`src/sqlr_pkg.sv`:
```
// Package of constants for the sample queue limit and readout block
package sqlr_pkg;
    // ****************************************
    // Register map
    // ****************************************
    localparam logic [5:0]  ADDR_LIMITS    = 6'h3C;
    localparam logic [5:0]  ADDR_READOUT   = 6'h3D;
    localparam logic [23:0] LIMITS_RESET   = 24'hFFF000;
    localparam logic [23:0] READOUT_RESET  = 24'h000000;
    // ****************************************
    // Field layout
    // ****************************************
    localparam int          UPPER_LSB      = 12;
    localparam int          LIMIT_W        = 12;
    localparam int          DATA_W         = 24;
    localparam int          CHAN_W         = 4;
    localparam int          DEPTH_DEF      = 16;
endpackage : sqlr_pkg

```
`src/sqlr_fifo.sv`:
```
// Parameterised first-in first-out buffer with valid and ready on both sides
`timescale 1ns/1ps
module sqlr_fifo #(
    parameter int WIDTH = 28,
    parameter int DEPTH = 16
) (
    // Clock and reset
    input  wire logic               i_clk_sys,
    input  wire logic               i_reset_n,
    input  wire logic               i_flush,
    // Fill side
    input  wire logic               i_in_valid,
    output logic                    o_in_ready,
    input  wire logic [WIDTH-1:0]   i_in_data,
    // Drain side
    output logic                    o_out_valid,
    input  wire logic               i_out_ready,
    output logic [WIDTH-1:0]        o_out_data,
    // Occupancy
    output logic [$clog2(DEPTH):0]  o_count
);
    localparam int AW = $clog2(DEPTH);

    initial begin
        if (DEPTH < 2 || (1 << AW) != DEPTH) begin
            $error("sqlr_fifo: DEPTH must be a power of two of at least 2");
        end
    end

    typedef struct packed {
        logic [AW-1:0] wr_ptr;
        logic [AW-1:0] rd_ptr;
        logic [AW:0]   count;
    } sqlr_fifo_s;

    sqlr_fifo_s             st_q;
    sqlr_fifo_s             st_d;
    logic [WIDTH-1:0]       mem_q [DEPTH];
    logic                   push;
    logic                   pop;

    // Handshakes and outputs
    assign o_in_ready  = (st_q.count != (AW+1)'(DEPTH));
    assign o_out_valid = (st_q.count != '0);
    assign o_out_data  = mem_q[st_q.rd_ptr];
    assign o_count     = st_q.count;
    assign push        = i_in_valid & o_in_ready & ~i_flush;
    assign pop         = o_out_valid & i_out_ready & ~i_flush;

    // Pointer and count update
    always_comb begin
        st_d = st_q;
        if (i_flush) begin
            st_d = '0;
        end else begin
            if (push) begin
                st_d.wr_ptr = st_q.wr_ptr + AW'(1);
            end
            if (pop) begin
                st_d.rd_ptr = st_q.rd_ptr + AW'(1);
            end
            if (push && !pop) begin
                st_d.count = st_q.count + (AW+1)'(1);
            end else if (pop && !push) begin
                st_d.count = st_q.count - (AW+1)'(1);
            end
        end
    end

    // State register
    always_ff @(posedge i_clk_sys) begin
        if (!i_reset_n) begin
            st_q <= '0;
        end else begin
            st_q <= st_d;
        end
    end

    // Storage array, no reset needed
    always_ff @(posedge i_clk_sys) begin
        if (push) begin
            mem_q[st_q.wr_ptr] <= i_in_data;
        end
    end
endmodule : sqlr_fifo

```
`src/sqlr_top.sv`:
```
// Sample queue status, limit compare and readout register
`timescale 1ns/1ps
module sqlr_top
    import sqlr_pkg::*;
#(
    parameter int DEPTH    = DEPTH_DEF,
    parameter int N_CHAN   = 16
) (
    // Clock and reset
    input  wire logic                    i_clk_sys,
    input  wire logic                    i_reset_n,
    // Queue controls from the rest of the unit
    input  wire logic                    i_queue_enable,
    input  wire logic                    i_queue_clear,
    input  wire logic [N_CHAN-1:0]       i_channel_limit_check_enable,
    input  wire logic [$clog2(DEPTH):0]  i_watermark,
    // Conversion results into the queue
    input  wire logic                    i_result_valid,
    output logic                         o_result_ready,
    input  wire logic [DATA_W-1:0]       i_result_data,
    input  wire logic [CHAN_W-1:0]       i_result_chan,
    // Register access from the serial interface
    input  wire logic                    i_reg_wr,
    input  wire logic                    i_reg_rd,
    input  wire logic [5:0]              i_reg_addr,
    input  wire logic [DATA_W-1:0]       i_reg_wdata,
    output logic [DATA_W-1:0]            o_reg_rdata,
    output logic                         o_reg_rvalid,
    // Status flags and interrupts
    output logic                         o_empty_flag,
    output logic                         o_watermark_flag,
    output logic                         o_above_limit_indicator,
    output logic                         o_below_limit_indicator,
    output logic                         o_irq_empty,
    output logic                         o_irq_watermark,
    output logic                         o_irq_above,
    output logic                         o_irq_below,
    // Current limits
    output logic [LIMIT_W-1:0]           o_upper_limit_field,
    output logic [LIMIT_W-1:0]           o_lower_limit_field
);
    localparam int CW = $clog2(DEPTH);
    localparam int FW = DATA_W + CHAN_W;

    initial begin
        if (N_CHAN > (1 << CHAN_W) || N_CHAN < 1) begin
            $error("sqlr_top: N_CHAN out of range for the channel tag width");
        end
    end

    // ****************************************
    // State
    // ****************************************
    typedef struct packed {
        logic [DATA_W-1:0] limits;
        logic [DATA_W-1:0] rdata;
        logic              rvalid;
        logic              above;
        logic              below;
    } sqlr_state_s;

    sqlr_state_s         st_q;
    sqlr_state_s         st_d;
    logic                q_out_valid;
    logic [FW-1:0]       q_out_data;
    logic [CW:0]         q_count;
    logic                q_push;
    logic                q_pop;
    logic                flush;
    logic                rd_readout;
    logic [LIMIT_W-1:0]  cmp_val;
    logic                cmp_en;
    logic                empty_now;

    // ****************************************
    // Result queue
    // ****************************************
    // Disabled queue drops its contents and discards any result offered while o_result_ready stays high
    assign flush      = i_queue_clear | ~i_queue_enable;
    assign rd_readout = i_reg_rd && (i_reg_addr == ADDR_READOUT);
    assign q_pop      = rd_readout & q_out_valid;
    assign q_push     = i_result_valid & o_result_ready & ~flush;

    sqlr_fifo #(
        .WIDTH (FW),
        .DEPTH (DEPTH)
    ) u_fifo (
        .i_clk_sys   (i_clk_sys),
        .i_reset_n   (i_reset_n),
        .i_flush     (flush),
        .i_in_valid  (i_result_valid & i_queue_enable),
        .o_in_ready  (o_result_ready),
        .i_in_data   ({i_result_chan, i_result_data}),
        .o_out_valid (q_out_valid),
        .i_out_ready (rd_readout),
        .o_out_data  (q_out_data),
        .o_count     (q_count)
    );

    // ****************************************
    // Limit compare on stored results
    // ****************************************
    // Unsigned compare of the top twelve bits of the incoming result
    assign cmp_val = i_result_data[DATA_W-1 -: LIMIT_W];
    assign cmp_en  = q_push && (int'(i_result_chan) < N_CHAN)
                     && i_channel_limit_check_enable[i_result_chan];

    // Queue is empty next cycle when cleared, disabled or last entry popped
    assign empty_now = flush || (q_count == (CW+1)'(1) && q_pop && !q_push)
                       || (q_count == '0 && !q_push);

    // ****************************************
    // Next state
    // ****************************************
    always_comb begin
        st_d        = st_q;
        st_d.rvalid = 1'b0;
        // Limit register write
        if (i_reg_wr && i_reg_addr == ADDR_LIMITS) begin
            st_d.limits = i_reg_wdata;
        end
        // Register read data
        if (i_reg_rd) begin
            st_d.rvalid = 1'b1;
            if (i_reg_addr == ADDR_LIMITS) begin
                st_d.rdata = st_q.limits;
            end else if (rd_readout) begin
                st_d.rdata = q_out_valid ? q_out_data[DATA_W-1:0] : READOUT_RESET;
            end else begin
                st_d.rdata = '0;
            end
        end
        // Threshold flags: set on compare, cleared when queue empties
        if (empty_now) begin
            st_d.above = 1'b0;
            st_d.below = 1'b0;
        end else begin
            if (cmp_en && cmp_val >= st_q.limits[DATA_W-1:UPPER_LSB]) begin
                st_d.above = 1'b1;
            end
            if (cmp_en && cmp_val <= st_q.limits[LIMIT_W-1:0]) begin
                st_d.below = 1'b1;
            end
        end
    end

    // State register
    always_ff @(posedge i_clk_sys) begin
        if (!i_reset_n) begin
            st_q        <= '0;
            st_q.limits <= LIMITS_RESET;
            st_q.rdata  <= READOUT_RESET;
        end else begin
            st_q <= st_d;
        end
    end

    // ****************************************
    // Outputs
    // ****************************************
    // Empty follows occupancy; disabled or reset queue holds zero entries
    assign o_empty_flag            = (q_count == '0);
    assign o_irq_empty             = o_empty_flag;
    assign o_watermark_flag        = (q_count >= i_watermark) && (i_watermark != '0);
    assign o_irq_watermark         = o_watermark_flag;
    assign o_above_limit_indicator = st_q.above;
    assign o_below_limit_indicator = st_q.below;
    assign o_irq_above             = st_q.above;
    assign o_irq_below             = st_q.below;
    assign o_reg_rdata             = st_q.rdata;
    assign o_reg_rvalid            = st_q.rvalid;
    assign o_upper_limit_field     = st_q.limits[DATA_W-1:UPPER_LSB];
    assign o_lower_limit_field     = st_q.limits[LIMIT_W-1:0];
endmodule : sqlr_top

```
`config.mk`:
```
export PLATFORM = sky130hd
export DESIGN_NAME = sqlr_top
export DESIGN_NICKNAME = d
export VERILOG_FILES = /design/src/sqlr_pkg.sv /design/src/sqlr_fifo.sv /design/src/sqlr_top.sv
export SDC_FILE = /design/constraint.sdc
export NUM_CORES = 1
export LEC_CHECK = 0
export ABC_AREA = 1
export BUFFER_PORTS_ARGS = -buffer_cell sky130_fd_sc_hd__buf_2
export CORE_ASPECT_RATIO = 1.4
export CORE_UTILIZATION = 40
export DETAILED_ROUTE_END_ITERATION = 6
export PLACE_DENSITY = 0.61
export SLEW_MARGIN = 5
export SYNTH_ARGS = -nofsm -noshare
export SYNTH_HDL_FRONTEND = slang
export SYNTH_SLANG_ARGS = --single-unit
```
`constraint.sdc`:
```
create_clock -name i_clk_sys -period 3.6 [get_ports i_clk_sys]
set_input_delay 0.36 -clock i_clk_sys [delete_from_list [all_inputs] [get_ports i_clk_sys]]
set_output_delay 0.36 -clock i_clk_sys [all_outputs]
set_load 0.01 [all_outputs]
```
==> metrics.cfg, run 1 <==
[final_layout]
area_growth_pct=13.70
final_cell_mix=edfxtp_1, inv_1, nand2_1
antenna_cells=0
seqCellArea_um2=12900
finalInstanceArea_um2=22300
final_common_cell=edfxtp_1
drive_above_1_share=0.1428
fillers=4415
multi_input_area_um2=5135
nets=1992

[routing]
num_vias=13133
wl_per_cell_um=19.56
first_iter_violations=1030
drc=0
dr.pass1.iters=5
ant_nets=0
vias_per_cell=5.195
drt_wl_total_um=49440

[timing]
drv_slew=0
skew_ns=0.01963
worstMarginPinSlew_ns=1.100
setup_tns_ns=0
rsz0062_at_grt=no
min_period_over_period=0.7612
layout_min_cycle_time_ns=2.740
finalSetupViolCount=0
max_freq_mhz=364.9
finalHoldViolCount=0
setup_slack_ns=0.8597
max_slew_margin=0.2657

[placement]
dp_slack_ns=0.8636
placed_area_um2=20820
dpl.hpwl_um=32240
port_buffers=143
gp_congestion=0.8161

[clock_network]
hold_buffers=1
cts_setup_buffers=0
cts.sinks=452
cts_buffers=42
cts_tree=built
clockBufferDepth=3
cts-htree-levels=2
clock_latency_ns=0.55
cts_resized=0
clk_pin_slew_ns=0.07
cts_root_buffer=clkbuf_16

[logic_synthesis]
postSynthAreaPerCell_um2=11.15
synth_top_area_frac=0.5880
yosys.area.top_type=edfxtp_1
yosys_warnings=0
yosys-top-cells-area=edfxtp_1, dfxtp_1, inv_1
synth_seq_cells=452
syn_inst=1759
syn_area_um2=19610
ys_types=31
yosysSeqAreaShare=0.6574
syn-num-nets=1884

[flow_run]
max-cap-violations=0

[power]
p_per_area_nw_per_um2=485.9
intPower_mw=8.655
p_sw_frac=0.2011
clkPwrFrac=0.443
seq_power_share=0.526
comb_power_share=0.031
power.leakage_nw=8.218
p_sw_mw=2.179
ir_worst_vdd_mv=0.3708

[setup_path]
crit_arrival_ns=2.90
worstSetupPathType=flop to flop
worstSetupEndpointType=flop
cp_max_fo=24
cp.required_ns=3.76
start_kind=flop

[floorplanning]
dieArea_um2=49930
chipHeight_um=264.0
initial_core_util=0.4074
die_w_um=189.1
rows=95
ios=144
core_area_um2=48140

[min_path]
hold_path_class=input port to flop

[grt]
grt_pass1_vias=12980
grt_max_degree=132
overflow=0
track_usage=0.1994
antenna_found_initial=0
grt_pass1_wl_um=76000

[status]
status=finished, final reports clean

-- state kept, by name (all words and copies together) (netlist names), 5 cells and up, named ones only --
register / count
u_fifo.o_count: 5
u_fifo.mem_q: 384
o_upper_limit_field: 12
u_fifo.st_q: 8
o_reg_rdata: 24
o_lower_limit_field: 12
-- cell type report --
class,instances,share of cell area
clock buffer,51,0.05005
clock inverter,24,0.01588
inverter,280,0.04713
multi-input combinational,925,0.2303
sequential,452,0.5786
tap,630,0.03535
timing repair buffer,166,0.04276
-- metrics by stage --
step,power [mW],hold slack (ns),util,std cells
floorplan,5.954,0.4589,-,1759
global placement,6.148,0.4576,0.4325,2452
detailed placement,6.154,0.4622,0.4325,2452
CTS,10.89,0.004677,0.4632,2528
global route,11.09,0.03876,0.4632,2528
finish,10.83,0.02260,0.4632,2528
-- per-layer routing --
metal / routed length [um] / global-route usage
met3: 2442 / 0.02179
met4: 1473 / 0.06953
met2: 24940 / 0.3494
met1: 20590 / 0.2543
met5: 0 / 0
-- cell usage after synthesis --
cell type    n
ha_1        39
buf_1        6
o211ai_1   137
nor2_4       2
o21a_1       3
a21oi_1    110
nand4_1      2
nor3_1       2
nor2_2       1
inv_1      279
nor2_1      40
a21boi_0     1
xor2_1       2
clkbuf_1    32
a21oi_2     19
edfxtp_1   384
o21ai_1      9
buf_4        7
o22ai_1      1
and2_1       2
buf_2       30
clkinv_1     1
buf_8        1
dfxtp_1     68
nand2_1    254
or2_2        3
buf_6       26
nor4_1       1
xnor2_1      1
o21ai_0    131
nand3_1    165
-- path summary, 6_finish.rpt --
| path | slack [ns] | to | depth (start not counted) | start |
|---|---|---|---|---|
| worst max-delay path | 0.86 | u_fifo.mem_q[11][17] | 7 | u_fifo.o_count[0] |
| worst min-delay path | 0.02 | o_upper_limit_field[4] | 3 | i_reg_wdata[16] |
| worst max register to register | 0.86 | u_fifo.mem_q[11][17] | 7 | u_fifo.o_count[0] |
| worst min register to register | 0.47 | o_above_limit_indicator | 2 | o_above_limit_indicator |
-- cell families (layout without fill, tap and decap cells) --
kind of cell	after synthesis	count (layout)	synth area share
buf+inv	382	521	0.08689
flops	452	452	0.6574
xor+xnor	3	3	0.001340
simple gates	472	472	0.1029
fa+ha+maj	39	39	0.02488
compound gates	411	411	0.1266
-- power groups by stage --
stage / combinational (mW) / sequential, mW / clock, mW
2_1_floorplan: 0.127 / 5.83 / 0
3_3_place_gp: 0.331 / 5.82 / 0
3_5_place_dp: 0.337 / 5.82 / 0
4_1_cts: 0.340 / 5.70 / 4.85
5_1_grt: 0.373 / 5.70 / 5.01
6_report: 0.336 / 5.70 / 4.79
-- critical path, cell delays in order (launching register included) --
cell	delay (ns)
dfxtp_1	0.39
inv_1	0.12
ha_1	0.23
nand3_1	0.11
nand2_1	0.12
nor2_4	0.22
nand2_1	0.32
nor2_4	0.83
No activity file was read; power rests on OpenSTA's default activity.
==> run 2: changes to the inputs <==
Settings changed: ABC_AREA 1 to 0, PLACE_DENSITY 0.61 to 0.63.
Clock period 3.6 ns to 2.49 ns, I/O delays scaled along.
==> metrics.cfg, run 2 <==
[status]
status=finished, final reports clean  ; unchanged

[grt]
grt_max_degree=50  ; was 132
overflow=0  ; unchanged
track_usage=0.1819  ; was 0.1994
grt_pass1_vias=10037  ; was 12,980
antenna_found_initial=3  ; was 0
grt_pass1_wl_um=62000  ; was 76,000 um

[setup_path]
worstSetupEndpointType=output port  ; was flop
r2r_start=u_fifo.o_count[2]  ; was u_fifo.o_count[0]
crit_start=u_fifo.o_count[0]  ; unchanged
r2r_cells=8  ; was 7
crit_arrival_ns=2.12  ; was 2.90 ns
worstSetupPathType=flop to output port  ; was flop to flop
cp.required_ns=2.24  ; was 3.76 ns
start_kind=flop  ; unchanged
cp_max_fo=3  ; was 24

[logic_synthesis]
synth_ff_type=edfxtp_1  ; unchanged
yosysSeqAreaShare=0.7103  ; was 0.6574
postSynthAreaPerCell_um2=18.32  ; was 11.15 um^2
syn_inst=991  ; was 1,759
ys_async_sr_fraction=0  ; unchanged
syn_area_um2=18150  ; was 19,610 um^2
synth-edff-count=384  ; unchanged
yosys-top-cells-area=edfxtp_1, mux4_2, dfxtp_1  ; was edfxtp_1, dfxtp_1, inv_1
yosys_warnings=0  ; unchanged
yosys-top-cells-count=edfxtp_1, mux4_2, nand2_1  ; was edfxtp_1, inv_1, nand2_1
syn-num-nets=1116  ; was 1,884
synth_top_area_frac=0.6353  ; was 0.5880
ys_types=43  ; was 31
synth_seq_cells=452  ; unchanged
synth.most_common_cell=edfxtp_1  ; unchanged
yosys.area.top_type=edfxtp_1  ; unchanged

[min_path]
hold_path_class=input port to flop  ; unchanged
worstHoldStart=i_result_valid  ; was i_reg_wdata[16]
holdPathStages=3  ; unchanged

[routing]
vias_per_cell=5.416  ; was 5.195
met1_length_um=16980  ; was 20,590 um
first_iter_violations=702  ; was 1,030
drt_wl_total_um=41640  ; was 49,440 um
wl_per_cell_um=23.34  ; was 19.56 um
met3_length_um=1850  ; was 2442 um
dr.pass1.iters=5  ; unchanged
drc=0  ; unchanged
ant_nets=0  ; unchanged
num_vias=9662  ; was 13,133
top_layer=met5  ; was met4
met2WireLength_um=21750  ; was 24,940 um

[power]
p_per_area_nw_per_um2=700.7  ; was 485.9 nW/um^2
ir_worst_vdd_mv=0.4343  ; was 0.3708 mV
power.leakage_nw=7.169  ; was 8.218 nW
p_total_mw=15.16  ; was 10.83 mW

[clock_network]
clock_latency_ns=0.55  ; about the same
cts_root_buffer=clkbuf_16  ; unchanged
clk_pin_slew_ns=0.06  ; was 0.07 ns
cts_buffers=40  ; was 42
clockBufferDepth=3  ; unchanged
cts-htree-levels=2  ; unchanged
cts_tree=built  ; unchanged
cts.sinks=452  ; unchanged

[floorplanning]
core_area_um2=44890  ; was 48,140 um^2
ios=144  ; unchanged
die_w_um=182.0  ; was 189.1 um
rows=92  ; was 95
initial_core_util=0.4043  ; was 0.4074
chipHeight_um=254.1  ; was 264.0 um
dieArea_um2=46250  ; was 49,930 um^2

[final_layout]
final_cell_mix=edfxtp_1, buf_2, mux4_2  ; was edfxtp_1, inv_1, nand2_1
nets=1317  ; was 1,992
area_growth_pct=19.21  ; was 13.70%
largest_reg_flops=384  ; unchanged
final_common_cell=edfxtp_1  ; unchanged
top_register=u_fifo.mem_q  ; unchanged
drive_above_1_share=0.3322  ; was 0.1428

[timing]
worstMarginPinSlew_ns=0.5650  ; was 1.100 ns
skew_ns=0.01792  ; was 0.01963 ns
max_freq_mhz=421.9
layout_min_cycle_time_ns=2.370
max_slew_margin=0.6228  ; was 0.2657
min_period_over_period=0.9520
whs_ns=0.01800  ; was 0.02260 ns
finalHoldViolCount=0  ; unchanged
drv_slew=0  ; unchanged
finalSetupViolCount=0  ; unchanged

[placement]
dpl.hpwl_um=24870  ; was 32,240 um
port_buffers=143  ; unchanged
gp_congestion=0.7811  ; was 0.8161

[flow_run]
max-cap-violations=0  ; unchanged

-- run 2: cell type report --
type	instances	area, um^2
clock buffer	52	1089
clock inverter	17	266.5
sequential	452	12910
antenna	1	2.502
multi-input combinational	452	4960
timing repair buffer	214	1587
fill	3696	23250
inverter	32	122.6
tap	564	705.7
-- run 2: path summary, 6_finish.rpt --
path / end / slack (ns)
max: o_irq_watermark / 0.12
min: u_fifo.st_q[10] / 0.02
max reg2reg: u_fifo.o_count[3] / 0.18
min reg2reg: o_reg_rdata[22] / 0.49
-- run 2: through the flow --
stage	cells	setup TNS, ns	util	cell area, um^2	worst slack [ns]
global route	1784	-0.00006883	0.4820	21640	-0.00006883
CTS	1782	0	0.4815	21620	0.001329
global placement	1688	0	0.4457	20010	0.1161
finish	1784	0	0.4820	21640	0.1195
floorplan	991	-29.86	-	18250	-0.1741
detailed placement	1688	0	0.4457	20010	0.1107
-- run 2: metal layers --
| layer | GRT usage | vias up |
|---|---|---|
| li1 | - | 4333 |
| met1 | 0.2206 | 4997 |
| met2 | 0.3323 | 267 |
| met3 | 0.02637 | 61 |
| met4 | 0.05762 | 4 |
| met5 | 0 | - |
-- run 2: kinds of logic (layout without fill, tap and decap cells) --
group / count (synthesis) / in the layout / synth area share
AO/OA/AOI/OAI: 105 / 105 / 0.03633
buffers and inverters: 87 / 315 / 0.02413
AND/OR/NAND/NOR: 170 / 170 / 0.04184
adder cells (fa/ha/maj): 39 / 39 / 0.02688
XOR/XNOR: 10 / 10 / 0.004825
other: 0 / 1 / 0
flip-flops: 452 / 452 / 0.7103
multiplexers: 128 / 128 / 0.1557
-- run 2: worst max-delay path, cell delays in order (launching register included) --
cell	delay, ns
dfxtp_4	0.36
inv_4	0.04
ha_1	0.27
nand2b_4	0.14
a21o_1	0.15
a21o_1	0.15
a21o_1	0.16
a21oi_2	0.13
a21oi_2	0.05
buf_2	0.15
-- run 2: power by group --
| group | total [mW] | switching, mW | internal [mW] |
|---|---|---|---|
| registers | 8.25 | 0.0177 | 8.23 |
| clock network | 6.46 | 2.65 | 3.81 |
| logic | 0.458 | 0.266 | 0.192 |
-- run 2: repair_timing --
action,4_1_cts,5_1_grt
hold buffers,25,0
resized for setup,1,3
endpoints found under the setup margin,2,3
pin swaps,0,5
buffers inserted,0,1
hold endpoints to repair,25,0
